==> src/include/sps_defines.svh <==
// Register offsets, field positions and reset values of the SRAM page-select block
`ifndef SPS_DEFINES_SVH
`define SPS_DEFINES_SVH
`define SPS_OFF_SCRATCH_BASE 8'h60
`define SPS_OFF_CUR_PAGE 8'hD0
`define SPS_OFF_STK_PAGE 8'hD1
`define SPS_OFF_IDX_PAGE 8'hD3
`define SPS_OFF_MVR_PAGE 8'hD4
`define SPS_OFF_MVW_PAGE 8'hD5
`define SPS_PAGE_MSB 2
`define SPS_MODE_MSB 7
`define SPS_MODE_LSB 6
`define SPS_PAGE_RST 3'h0
`define SPS_FLAG_RST 8'h00
`define SPS_SCRATCH_RST 8'h00
`define SPS_SCRATCH_COUNT 4
`define SPS_SP_RST 8'h00
`endif

==> src/include/sps_pkg.sv <==
// Types shared by the SRAM page-select block
`default_nettype none
package sps_pkg;
  typedef enum logic [1:0] {
    SPS_MODE_FLAT = 2'h0,
    SPS_MODE_STACK_IDX = 2'h1,
    SPS_MODE_PAGED = 2'h2,
    SPS_MODE_PAGED_STK = 2'h3
  } sps_mode_t;
  typedef enum logic [2:0] {
    SPS_ACC_NORMAL = 3'h0,
    SPS_ACC_INDEXED = 3'h1,
    SPS_ACC_STACK = 3'h2,
    SPS_ACC_MVI_PTR = 3'h3,
    SPS_ACC_MVI_RD = 3'h4,
    SPS_ACC_MVI_WR = 3'h5
  } sps_acc_t;
endpackage
`default_nettype wire

==> src/rtl/sps_page_select.sv <==
// SRAM page selection, paging registers, flag register and stack pointer wrap
//
// Operation
// - Reset gives page mode 00b; indexed accesses then go to page 0.
// - Mode 01b sends indexed accesses to stack page; normal stay on page 0.
// - Mode 10b sends indexed accesses to index page; index page unused otherwise.
// - Mode 11b sends indexed accesses to stack page.
// - Normal accesses use current page only in modes 10b and 11b.
// - Current page never affects indexed or stack accesses.
// - Move pointer byte read and written back on the same page as normal accesses.
// - Move read data uses move-read page bits [2:0].
// - Move write data uses move-write page bits [2:0].
// - Move read and write page selection ignores page mode.
// - Stack uses stack page always; resets 00h; new value applies immediately.
// - Interrupt entry pushes flags then clears them, forcing mode 00b.
// - Return restores pushed flags; handler restores its own page pointers.
// - Indexed register-space accesses are not paged.
// - Four 8-bit scratch registers, reachable in every bank, page independent.
// - Each pointer selects one of eight 256-byte pages.
// - Stack pointer wraps 00h and FFh within one page.
`include "sps_defines.svh"
`default_nettype none
module sps_page_select (
  input wire logic ref_clk_i,
  input wire logic rst_n_i,
  input wire logic clk_en_i,

  // Data access from the core
  input wire logic mem_req_i,
  input wire logic mem_we_i,
  input wire logic [2:0] mem_kind_i,
  input wire logic [7:0] mem_offset_i,
  input wire logic mem_reg_space_i,
  output logic sram_req_o,
  output logic sram_we_o,
  output logic [10:0] sram_addr_o,
  output logic reg_req_o,
  output logic [7:0] reg_addr_o,

  // Register space access
  input wire logic reg_wr_i,
  input wire logic reg_rd_i,
  input wire logic reg_bank_i,
  input wire logic [7:0] reg_addr_i,
  input wire logic [7:0] reg_wdata_i,
  output logic [7:0] reg_rdata_o,
  output logic reg_hit_o,

  // Flag register handling
  input wire logic flag_wr_i,
  input wire logic [7:0] flag_wdata_i,
  input wire logic irq_entry_i,
  input wire logic irq_return_i,
  input wire logic [7:0] flag_popped_i,
  output logic [7:0] flag_o,
  output logic [7:0] flag_pushed_o,

  // Stack pointer
  input wire logic sp_wr_i,
  input wire logic [7:0] sp_wdata_i,
  input wire logic sp_push_i,
  input wire logic sp_pop_i,
  output logic [7:0] stack_pointer_o
);
  // Architectural state
  logic [2:0] current_page_pointer;
  logic [2:0] stack_page_pointer;
  logic [2:0] index_page_pointer;
  logic [2:0] move_read_page_pointer;
  logic [2:0] move_write_page_pointer;
  logic [7:0] scratch_data_registers [`SPS_SCRATCH_COUNT];
  logic [7:0] flag_q;
  logic [7:0] flag_pushed_q;
  logic [7:0] stack_pointer;

  // Next values, one per state group
  logic [2:0] next_current_page_pointer;
  logic [2:0] next_stack_page_pointer;
  logic [2:0] next_index_page_pointer;
  logic [2:0] next_move_read_page_pointer;
  logic [2:0] next_move_write_page_pointer;
  logic [7:0] next_scratch [`SPS_SCRATCH_COUNT];
  logic [7:0] next_flag;
  logic [7:0] next_flag_pushed;
  logic [7:0] next_stack_pointer;

  // Selection and decode
  logic normal_paged;
  logic [2:0] indexed_page;
  logic [7:0] rd_mux;
  logic rd_hit;
  logic [2:0] sel_page;
  logic [7:0] next_rdata;
  logic next_hit;
  logic next_sram_req;
  logic next_sram_we;
  logic [10:0] next_sram_addr;
  logic next_reg_req;
  logic [7:0] next_reg_addr;

  // Output registers: every access and readback port is driven straight from one of these
  logic [7:0] rdata_q;
  logic hit_q;
  logic sram_req_q;
  logic sram_we_q;
  logic [10:0] sram_addr_q;
  logic reg_req_q;
  logic [7:0] reg_addr_q;

  // Page mode is the top two flag bits
  sps_pkg::sps_mode_t page_mode_field;

  assign page_mode_field = sps_pkg::sps_mode_t'(flag_q[`SPS_MODE_MSB:`SPS_MODE_LSB]);

  // Paging registers sit in bank 0 only; reserved bits are dropped and read as zero
  always_comb begin
    next_current_page_pointer = current_page_pointer;
    next_stack_page_pointer = stack_page_pointer;
    next_index_page_pointer = index_page_pointer;
    next_move_read_page_pointer = move_read_page_pointer;
    next_move_write_page_pointer = move_write_page_pointer;
    if (reg_wr_i && !reg_bank_i) begin
      case (reg_addr_i)
        `SPS_OFF_CUR_PAGE: next_current_page_pointer = reg_wdata_i[`SPS_PAGE_MSB:0];
        `SPS_OFF_STK_PAGE: next_stack_page_pointer = reg_wdata_i[`SPS_PAGE_MSB:0];
        `SPS_OFF_IDX_PAGE: next_index_page_pointer = reg_wdata_i[`SPS_PAGE_MSB:0];
        `SPS_OFF_MVR_PAGE: next_move_read_page_pointer = reg_wdata_i[`SPS_PAGE_MSB:0];
        `SPS_OFF_MVW_PAGE: next_move_write_page_pointer = reg_wdata_i[`SPS_PAGE_MSB:0];
        default: next_current_page_pointer = current_page_pointer;
      endcase
    end
  end

  always_ff @(posedge ref_clk_i) begin
    if (!rst_n_i) begin
      current_page_pointer <= `SPS_PAGE_RST;
      stack_page_pointer <= `SPS_PAGE_RST;
      index_page_pointer <= `SPS_PAGE_RST;
      move_read_page_pointer <= `SPS_PAGE_RST;
      move_write_page_pointer <= `SPS_PAGE_RST;
    end else if (clk_en_i) begin
      current_page_pointer <= next_current_page_pointer;
      stack_page_pointer <= next_stack_page_pointer;
      index_page_pointer <= next_index_page_pointer;
      move_read_page_pointer <= next_move_read_page_pointer;
      move_write_page_pointer <= next_move_write_page_pointer;
    end
  end

  // Scratch registers decode on the low address byte in either bank
  // so a handler can use them without switching banks or pages
  generate
    for (genvar g = 0; g < `SPS_SCRATCH_COUNT; g++) begin : g_scratch
      always_comb begin
        next_scratch[g] = scratch_data_registers[g];
        if (reg_wr_i && reg_addr_i == (`SPS_OFF_SCRATCH_BASE + 8'(g))) begin
          next_scratch[g] = reg_wdata_i;
        end
      end
      always_ff @(posedge ref_clk_i) begin
        if (!rst_n_i) begin
          scratch_data_registers[g] <= `SPS_SCRATCH_RST;
        end else if (clk_en_i) begin
          scratch_data_registers[g] <= next_scratch[g];
        end
      end
    end
  endgenerate

  // Flags: interrupt entry wins over a same-cycle software write
  // Return restores the whole byte, page mode included, whatever the handler set
  always_comb begin
    next_flag = flag_q;
    if (irq_entry_i) begin
      next_flag = `SPS_FLAG_RST;
    end else if (irq_return_i) begin
      next_flag = flag_popped_i;
    end else if (flag_wr_i) begin
      next_flag = flag_wdata_i;
    end
  end

  always_ff @(posedge ref_clk_i) begin
    if (!rst_n_i) begin
      flag_q <= `SPS_FLAG_RST;
    end else if (clk_en_i) begin
      flag_q <= next_flag;
    end
  end

  // Copy of the flags taken at entry, for the core to push onto the stack
  always_comb begin
    next_flag_pushed = flag_pushed_q;
    if (irq_entry_i) begin
      next_flag_pushed = flag_q;
    end
  end

  always_ff @(posedge ref_clk_i) begin
    if (!rst_n_i) begin
      flag_pushed_q <= `SPS_FLAG_RST;
    end else if (clk_en_i) begin
      flag_pushed_q <= next_flag_pushed;
    end
  end

  // Stack pointer wraps in 8 bits so the stack never leaves its page
  // A load beats push and pop; push and pop together cancel
  always_comb begin
    next_stack_pointer = stack_pointer;
    if (sp_wr_i) begin
      next_stack_pointer = sp_wdata_i;
    end else if (sp_push_i && !sp_pop_i) begin
      next_stack_pointer = stack_pointer + 8'h01;
    end else if (sp_pop_i && !sp_push_i) begin
      next_stack_pointer = stack_pointer - 8'h01;
    end
  end

  always_ff @(posedge ref_clk_i) begin
    if (!rst_n_i) begin
      stack_pointer <= `SPS_SP_RST;
    end else if (clk_en_i) begin
      stack_pointer <= next_stack_pointer;
    end
  end

  // Mode decode; the index pointer only counts in mode 10b
  always_comb begin
    normal_paged = page_mode_field[1];
    indexed_page = 3'h0;
    case (page_mode_field)
      sps_pkg::SPS_MODE_FLAT: indexed_page = 3'h0;
      sps_pkg::SPS_MODE_STACK_IDX: indexed_page = stack_page_pointer;
      sps_pkg::SPS_MODE_PAGED: indexed_page = index_page_pointer;
      sps_pkg::SPS_MODE_PAGED_STK: indexed_page = stack_page_pointer;
      default: indexed_page = 3'h0;
    endcase
  end

  // Page choice per access kind
  always_comb begin
    sel_page = 3'h0;
    case (sps_pkg::sps_acc_t'(mem_kind_i))
      sps_pkg::SPS_ACC_NORMAL: begin
        if (normal_paged) begin
          sel_page = current_page_pointer;
        end
      end
      // Pointer byte of a move stays with normal data: current page in modes 10b and 11b, page 0 otherwise
      sps_pkg::SPS_ACC_MVI_PTR: begin
        if (normal_paged) begin
          sel_page = current_page_pointer;
        end
      end
      sps_pkg::SPS_ACC_INDEXED: sel_page = indexed_page;
      sps_pkg::SPS_ACC_STACK: sel_page = stack_page_pointer;
      sps_pkg::SPS_ACC_MVI_RD: sel_page = move_read_page_pointer;
      sps_pkg::SPS_ACC_MVI_WR: sel_page = move_write_page_pointer;
      default: sel_page = 3'h0;
    endcase
  end

  // Register-space accesses bypass paging entirely
  always_comb begin
    next_sram_req = mem_req_i && !mem_reg_space_i;
    next_reg_req = mem_req_i && mem_reg_space_i;
    next_reg_addr = mem_offset_i;
    // Write qualifier is dropped without a request so a stale one never shows
    next_sram_we = mem_we_i && next_sram_req;
    next_sram_addr = {sel_page, mem_offset_i};
  end

  // Register readback
  always_comb begin
    rd_mux = 8'h00;
    rd_hit = 1'b1;
    if (reg_addr_i[7:2] == 6'(`SPS_OFF_SCRATCH_BASE >> 2)) begin
      rd_mux = scratch_data_registers[reg_addr_i[1:0]];
    end else if (reg_bank_i) begin
      rd_hit = 1'b0;
    end else begin
      case (reg_addr_i)
        `SPS_OFF_CUR_PAGE: rd_mux = {5'h00, current_page_pointer};
        `SPS_OFF_STK_PAGE: rd_mux = {5'h00, stack_page_pointer};
        `SPS_OFF_IDX_PAGE: rd_mux = {5'h00, index_page_pointer};
        `SPS_OFF_MVR_PAGE: rd_mux = {5'h00, move_read_page_pointer};
        `SPS_OFF_MVW_PAGE: rd_mux = {5'h00, move_write_page_pointer};
        default: rd_hit = 1'b0;
      endcase
    end
    next_rdata = reg_rd_i ? rd_mux : 8'h00;
    next_hit = reg_rd_i && rd_hit;
  end

  always_ff @(posedge ref_clk_i) begin
    if (!rst_n_i) begin
      rdata_q <= 8'h00;
      hit_q <= 1'b0;
    end else if (clk_en_i) begin
      rdata_q <= next_rdata;
      hit_q <= next_hit;
    end
  end

  // Data-path registers
  always_ff @(posedge ref_clk_i) begin
    if (!rst_n_i) begin
      sram_req_q <= 1'b0;
      sram_we_q <= 1'b0;
      sram_addr_q <= 11'h000;
      reg_req_q <= 1'b0;
      reg_addr_q <= 8'h00;
    end else if (clk_en_i) begin
      sram_req_q <= next_sram_req;
      sram_we_q <= next_sram_we;
      sram_addr_q <= next_sram_addr;
      reg_req_q <= next_reg_req;
      reg_addr_q <= next_reg_addr;
    end
  end

  // Ports come straight from the registers
  assign sram_req_o = sram_req_q;
  assign sram_we_o = sram_we_q;
  assign sram_addr_o = sram_addr_q;
  assign reg_req_o = reg_req_q;
  assign reg_addr_o = reg_addr_q;
  assign reg_rdata_o = rdata_q;
  assign reg_hit_o = hit_q;
  assign flag_o = flag_q;
  assign flag_pushed_o = flag_pushed_q;
  assign stack_pointer_o = stack_pointer;
endmodule
`default_nettype wire

==> config.mk <==
export PLATFORM = sky130hd
export DESIGN_NAME = sps_page_select
export DESIGN_NICKNAME = d
export VERILOG_FILES = /design/src/include/sps_pkg.sv /design/src/rtl/sps_page_select.sv
export VERILOG_INCLUDE_DIRS = /design/src /design/src/include
export SDC_FILE = /design/constraint.sdc
export NUM_CORES = 1
export LEC_CHECK = 0
export ABC_AREA = 0
export ABC_CLOCK_PERIOD_IN_PS = 2100
export BUFFER_PORTS_ARGS = -buffer_cell sky130_fd_sc_hd__buf_2
export CAP_MARGIN = 0
export CORE_UTILIZATION = 45
export DETAILED_ROUTE_END_ITERATION = 12
export PLACE_DENSITY = 0.79
export SLEW_MARGIN = 20
export SYNTH_ARGS = -nofsm -noshare
export SYNTH_HDL_FRONTEND = slang
export SYNTH_SLANG_ARGS = --single-unit
==> constraint.sdc <==
create_clock -name ref_clk_i -period 2.1 [get_ports ref_clk_i]
set_input_delay 0.42 -clock ref_clk_i [delete_from_list [all_inputs] [get_ports ref_clk_i]]
set_output_delay 0.42 -clock ref_clk_i [all_outputs]
set_load 0.01 [all_outputs]
; After elaboration in Yosys (flattened, before gate mapping)
; Memory sizes are Yosys's and may differ from the RTL's.
; Cells that the tools add are included.
[totals]
reg_bits = 70
ram_bits = 32
inputBits = 66
output_inout_bits = 55
word_cells = 106
memories = 1
[mem_list]
columns = memory, words, word_bits, rd, rd_ports_with_merged_regs, wr, line
row1 = scratch_data_registers, 4, 8, 1, 0, 4, sps_page_select.sv:71  ; logic [7:0] scratch_data_registers [`SPS_SCRATCH_COUNT];
[op_classes]
addsub = 2
eq_ne = 22
mux = 28
n_bitwise = 4
reduce_logical = 34
[op_table]
columns = cell, count
row1 = 8-bit 2-to-1 mux, 16
row2 = 8-bit == test (second input constant), 5
row3 = 8-bit by 7-bit == test with 1-bit output (second input constant), 4
row4 = 3-bit case mux with 5 select lines, 2
row5 = 3-bit AND reduction, 5
row6 = 2-bit AND reduction, 7
row7 = 1-bit logical AND, 11
row8 = 3-bit case mux with 3 select lines, 1
row9 = 8-bit by 1-bit adder with 8-bit output (second input constant), 1
row10 = 8-bit by 1-bit subtractor with 8-bit output (second input constant), 1
row11 = 1-bit 2-to-1 mux, 7
row12 = 3-bit by 2-bit == test with 1-bit output (second input constant), 2
row13 = 3-bit == test (second input constant), 2
row14 = 6-bit by 5-bit == test with 1-bit output (second input constant), 1
row15 = 3-bit 2-to-1 mux, 2
row16 = 3-bit nonzero test, 2
row17 = 5-bit OR reduction, 1
row18 = 2-bit == test (second input constant), 2
row19 = 1-bit logical NOT, 4
row20 = 1-bit inequality test (second input constant), 4
row21 = 1-bit bitwise OR, 4
row22 = 2-bit OR reduction, 2
row23 = 3-bit by 1-bit == test with 1-bit output (second input constant), 1
row24 = 3-bit logical NOT, 1
row25 = 2 further kinds, 2

; Logic depth before layout (Yosys ltp)
[depth]
ltp_word = 6
depth_mapped = 7
mapped_depth_nobuf = 7

; Least setup slack after synthesis
; No wires, ideal clock.
[synth_timing]
kind = input-to-reg
from = input port sp_pop_i
to = register stack_pointer[7] (netlist: stack_pointer_o[7])
setup_time_ns = 0.092
t_arrival_ns = 1.919
required_ns = 2.008
path_slack_ns = 0.089
cell_stages = 7
n_path_buf = 0
cell_sequence = nand2b_2 -> ha_1 -> a211oi_1 -> o21ai_0 -> nand3_1 -> o41ai_1 -> nor4_1
[synth_via]
elab_chain_len = 4
elab_cells_between_ends = 7
cone_classes = mux (2) / reduce/logical (5)
[synth_lines]
columns = item, line
row1 = from (decl), sps_page_select.sv:62  ; input wire logic sp_pop_i,
row2 = 1-bit logical NOT, sps_page_select.sv:213  ; end else if (sp_push_i && !sp_pop_i) begin
row3 = 1-bit logical AND, sps_page_select.sv:213
row4 = 3-bit nonzero test (no line) / 8-bit 2-to-1 mux (equally long branches), --
row5 = 2-bit AND reduction (no line) / 8-bit 2-to-1 mux (equally long branches), --
row6 = to (signal assigned), sps_page_select.sv:222  ; stack_pointer <= `SPS_SP_RST;
row7 = to (signal assigned), sps_page_select.sv:224  ; stack_pointer <= next_stack_pointer;
row8 = to (decl), sps_page_select.sv:74  ; logic [7:0] stack_pointer;
; Several ways; a longest one is shown, not always the timed one.
; A chain may end at the register's enable or synchronous reset.

; Worst setup path in the final report
; Same ends and word-level chain as after synthesis.

==> impl_metrics.prom <==
# TYPE chip_impl_metric gauge
chip_impl_info{name="netlist_top_cells_area",value="sky130_fd_sc_hd__dfxtp_1 27%, sky130_fd_sc_hd__edfxtp_1 21%, sky130_fd_sc_hd__mux2i_1 4.9%"} 1
chip_impl_metric{name="viasPerCell",unit=""} 5.34
chip_impl_metric{name="synthMuxAreaShare",unit=""} 0.0997
chip_impl_metric{name="synth_warnings",unit=""} 0
chip_impl_metric{name="total_power",unit="mW"} 3.79
chip_impl_info{name="rsz0062_at_grt",value="no"} 1
chip_impl_metric{name="cap_violations",unit=""} 0
chip_impl_metric{name="finalNetCount",unit=""} 666
chip_impl_metric{name="placement.io_buffers",unit=""} 120
chip_impl_metric{name="inserted_clock_buffers",unit=""} 9
chip_impl_metric{name="data_arrival_time_of_the_critical_path",unit="ps"} 2090
chip_impl_metric{name="n_fill_cell",unit=""} 884
chip_impl_metric{name="worst_slack",unit="ps"} 266
chip_impl_metric{name="antenna_found_initial",unit=""} 0
chip_impl_metric{name="ioPinCount",unit=""} 121
chip_impl_metric{name="syn_nets",unit=""} 541
chip_impl_metric{name="final_min_period_over_clock_period",unit=""} 0.873
chip_impl_metric{name="synth_xor_area_frac",unit=""} 0.00561
chip_impl_metric{name="detail_route.drc_violations",unit=""} 0
chip_impl_metric{name="cts_hold_buffers",unit=""} 0
chip_impl_metric{name="grt_start_max_net_pins",unit=""} 42
chip_impl_info{name="critical_setup_path_kind",value="in2reg"} 1
chip_impl_metric{name="tightestPinTransition",unit="ps"} 619
chip_impl_metric{name="setup_viol",unit=""} 0
chip_impl_metric{name="clock-skew-final",unit="ps"} 10.1
chip_impl_metric{name="cp_data_required_time",unit="ps"} 2360
chip_impl_metric{name="grt_use_total",unit=""} 0.211
chip_impl_metric{name="gpl.final_weighted_congestion",unit=""} 0.831
chip_impl_info{name="root_buffer",value="sky130_fd_sc_hd__clkbuf_8"} 1
chip_impl_info{name="result_of_the_run",value="completed"} 1
chip_impl_metric{name="basic_gate_share_of_the_synthesized_area_counting_and_or_nand_and_nor_cells",unit=""} 0.228
chip_impl_info{name="synth_top_area_cell",value="sky130_fd_sc_hd__dfxtp_1"} 1
chip_impl_metric{name="synth_edf_count",unit=""} 32
chip_impl_metric{name="row_count",unit=""} 36
chip_impl_metric{name="fp.dieW",unit="um"} 104
chip_impl_metric{name="postSynthCellCount",unit=""} 468
chip_impl_metric{name="cts_resized",unit=""} 0
chip_impl_metric{name="clk-insertion-delay-late",unit="ps"} 360
chip_impl_metric{name="synth_compound_area_frac",unit=""} 0.135
chip_impl_metric{name="area_of_the_die",unit="um2"} 10800
chip_impl_metric{name="wirelength",unit="mm"} 11.0
chip_impl_metric{name="flop_and_latch_count_out_of_synthesis",unit=""} 94
chip_impl_metric{name="power_per_cell_area",unit="nW/um2"} 666
chip_impl_metric{name="async_reset_ff_frac",unit=""} 0
chip_impl_metric{name="clkTransAtPathRegs",unit="ps"} 90
chip_impl_metric{name="synthDistinctLibCells",unit=""} 57
chip_impl_metric{name="drt_first_pass_iters",unit=""} 4
chip_impl_metric{name="detailroute.via_count",unit=""} 3906
chip_impl_metric{name="synth_top_cell_area_share",unit=""} 0.265
chip_impl_metric{name="post-route-min-period",unit="ps"} 1830
chip_impl_metric{name="synth-seq-area-share",unit=""} 0.470
chip_impl_metric{name="remaining_max_slew_budget_at_the_tightest_pin",unit=""} 0.587
chip_impl_metric{name="synthToLayoutAreaGrowth",unit="%"} 21.6
chip_impl_info{name="dominantRegCellSynth",value="sky130_fd_sc_hd__dfxtp_1"} 1
chip_impl_metric{name="power.leakage",unit="nW"} 2.37
chip_impl_info{name="hold_class",value="in2reg"} 1
chip_impl_metric{name="cts_post_setup_buffers_inserted",unit=""} 0
chip_impl_metric{name="first_iter_violations",unit=""} 166
chip_impl_metric{name="clkSinkCount",unit=""} 94
chip_impl_metric{name="post_detailed_route_count_of_antenna_violating_nets",unit=""} 0
chip_impl_info{name="cp-end-kind",value="register"} 1
chip_impl_metric{name="first_global_vias",unit=""} 3857
chip_impl_info{name="critPathLaunchType",value="input port"} 1
chip_impl_metric{name="synth_area",unit="um2"} 4680
chip_impl_metric{name="die_h",unit="um"} 104
chip_impl_metric{name="critical_path.max_fanout",unit=""} 10
chip_impl_info{name="tritoncts",value="yes"} 1
chip_impl_metric{name="finalHoldViolations",unit=""} 0
chip_impl_metric{name="antenna_cells",unit=""} 0
chip_impl_metric{name="dp_worst_setup_slack",unit="ps"} -109
chip_impl_metric{name="synth.avg_cell_area",unit="um2"} 10.0
chip_impl_metric{name="synth_fa_ha_area_frac",unit=""} 0.0203
chip_impl_info{name="synth_top_family_by_area",value="simple AND/OR/NAND/NOR gates"} 1
chip_impl_metric{name="clockBufferDepth",unit=""} 2
chip_impl_metric{name="post_drt_wl_per_cell",unit="um"} 15.1
chip_impl_metric{name="multi_input_area",unit="um2"} 2290
chip_impl_metric{name="htreeDepth",unit=""} 3
chip_impl_metric{name="area_taken_by_flip_flops_and_latches",unit="um2"} 2200
chip_impl_metric{name="core_region_area",unit="um2"} 9910
chip_impl_metric{name="post_route_cells_drive_above_1_share",unit=""} 0.321
chip_impl_metric{name="grt_first_pass_wirelength",unit="mm"} 18.4
chip_impl_metric{name="total_gr_overflow",unit=""} 0
chip_impl_metric{name="dp_hpwl",unit="mm"} 8.41
chip_impl_metric{name="vdd.ir_drop.worst",unit="mV"} 0.381
chip_impl_metric{name="initial_core_utilization",unit=""} 0.472
chip_impl_metric{name="timing_max_transition_violations_final",unit=""} 0
chip_impl_metric{name="fmax",unit="GHz"} 0.545
flip-flops by register name (all words and copies together) (netlist names):
register                 cells
current_page_pointer         3
flag_o                       8
flag_pushed_o                8
index_page_pointer           3
move_read_page_pointer       3
move_write_page_pointer      3
reg_hit_o                    1
reg_rdata_o                  8
reg_req_o                    1
scratch_data_registers      32
sram_addr_o                 11
sram_req_o                   1
sram_we_o                    1
stack_page_pointer           3
stack_pointer_o              8
cell usage in the layout (no fill, tap or decap), types with 15 or more instances in the layout:
cell / synthesis / routed
sky130_fd_sc_hd__a21oi_1: 38 / 38
sky130_fd_sc_hd__and2_1: 32 / 32
sky130_fd_sc_hd__buf_2: 10 / 120
sky130_fd_sc_hd__buf_4: 9 / 27
sky130_fd_sc_hd__dfxtp_1: 62 / 62
sky130_fd_sc_hd__edfxtp_1: 32 / 32
sky130_fd_sc_hd__mux2i_1: 23 / 23
sky130_fd_sc_hd__nand2_1: 39 / 39
sky130_fd_sc_hd__nand3_1: 29 / 29
sky130_fd_sc_hd__nor2_1: 30 / 30
sky130_fd_sc_hd__nor2b_1: 15 / 15
sky130_fd_sc_hd__o21ai_0: 21 / 21
area by class of cell:
cell class / instances / share of cell area
clock buffer: 9 / 0.0218
clock inverter: 7 / 0.0141
inverter: 3 / 0.00198
multi-input combinational: 337 / 0.402
sequential: 94 / 0.387
tap: 133 / 0.0292
timing repair buffer: 148 / 0.145
Yosys cell counts (2+ instances only):
master	count
sky130_fd_sc_hd__o22ai_1	3
sky130_fd_sc_hd__o21ai_0	21
sky130_fd_sc_hd__o21ai_1	6
sky130_fd_sc_hd__mux2_2	3
sky130_fd_sc_hd__buf_1	3
sky130_fd_sc_hd__o221ai_1	2
sky130_fd_sc_hd__mux4_2	9
sky130_fd_sc_hd__nor2b_1	15
sky130_fd_sc_hd__a21o_1	2
sky130_fd_sc_hd__clkbuf_1	11
sky130_fd_sc_hd__nand2b_1	11
sky130_fd_sc_hd__o211a_1	3
sky130_fd_sc_hd__nand3_1	29
sky130_fd_sc_hd__o211ai_1	4
sky130_fd_sc_hd__nor3b_1	2
sky130_fd_sc_hd__nor4_1	2
sky130_fd_sc_hd__dfxtp_1	62
sky130_fd_sc_hd__nor4b_2	2
sky130_fd_sc_hd__a31oi_1	5
sky130_fd_sc_hd__ha_1	6
sky130_fd_sc_hd__buf_2	10
sky130_fd_sc_hd__nor3_2	2
sky130_fd_sc_hd__nor2_1	30
sky130_fd_sc_hd__a211oi_1	3
sky130_fd_sc_hd__a21oi_1	38
sky130_fd_sc_hd__buf_4	9
sky130_fd_sc_hd__nor3_1	12
sky130_fd_sc_hd__nor4_4	2
sky130_fd_sc_hd__nand2_1	39
sky130_fd_sc_hd__a22oi_1	7
sky130_fd_sc_hd__edfxtp_1	32
sky130_fd_sc_hd__or4_4	2
sky130_fd_sc_hd__and2_1	32
sky130_fd_sc_hd__inv_1	3
sky130_fd_sc_hd__xnor2_1	2
sky130_fd_sc_hd__mux2i_1	23
metrics by stage:
step	std cells	hold WS [ps]	utilization	TNS (ps)	cell area, um2
after floorplan	468	442	-	0	4680
after global placement	715	440	0.554	-35.1	5490
after detailed placement	715	449	0.554	-221	5490
after CTS	731	286	0.575	0	5690
after global routing	731	281	0.575	0	5690
final	731	301	0.575	0	5690
path summary, 6_finish.rpt:
| check | endpoint | depth (start not counted) | startpoint | slack, ps |
|---|---|---|---|---|
| setup reg to reg | stack_pointer_o[7] | 6 | stack_pointer_o[1] | 340 |
| setup / recovery | stack_pointer_o[7] | 9 | sp_pop_i | 270 |
| hold reg to reg | flag_pushed_o[6] | 2 | flag_pushed_o[6] | 460 |
| hold / removal | sram_addr_o[7] | 3 | mem_offset_i[7] | 300 |
critical path, stage by stage:
cell and delay, ps:
sky130_fd_sc_hd__buf_2 100, sky130_fd_sc_hd__nand2b_2 200, sky130_fd_sc_hd__buf_4 190, sky130_fd_sc_hd__ha_1 240
sky130_fd_sc_hd__nor4_1 260, sky130_fd_sc_hd__o21ai_0 210, sky130_fd_sc_hd__nand3_1 130, sky130_fd_sc_hd__o41ai_1 70
sky130_fd_sc_hd__nor4_1 270
per-layer routing:
layer,global-route usage,share of wire,vias up
met1,0.260,0.42,1837
met4,0.0888,0.017,0
met3,0.0388,0.054,16
li1,-,-,1943
met2,0.361,0.51,110
met5,0,0,-
power breakdown:
| group | switching (mW) | internal [mW] | total [mW] |
|---|---|---|---|
| sequential | 0.0423 | 1.94 | 1.99 |
| combinational | 0.313 | 0.270 | 0.582 |
| clock | 0.658 | 0.566 | 1.22 |
| total | 1.01 | 2.78 | 3.79 |
cells by family (layout without fill, tap and decap cells):
| kind of cell | after synthesis | count (layout) |
|---|---|---|
| compound gates | 101 | 101 |
| xor+xnor | 3 | 3 |
| fa+ha+maj | 7 | 7 |
| buf+inv | 37 | 167 |
| flops | 94 | 94 |
| mux | 35 | 35 |
| simple gates | 191 | 191 |
Power figures use the tool's default switching activity.
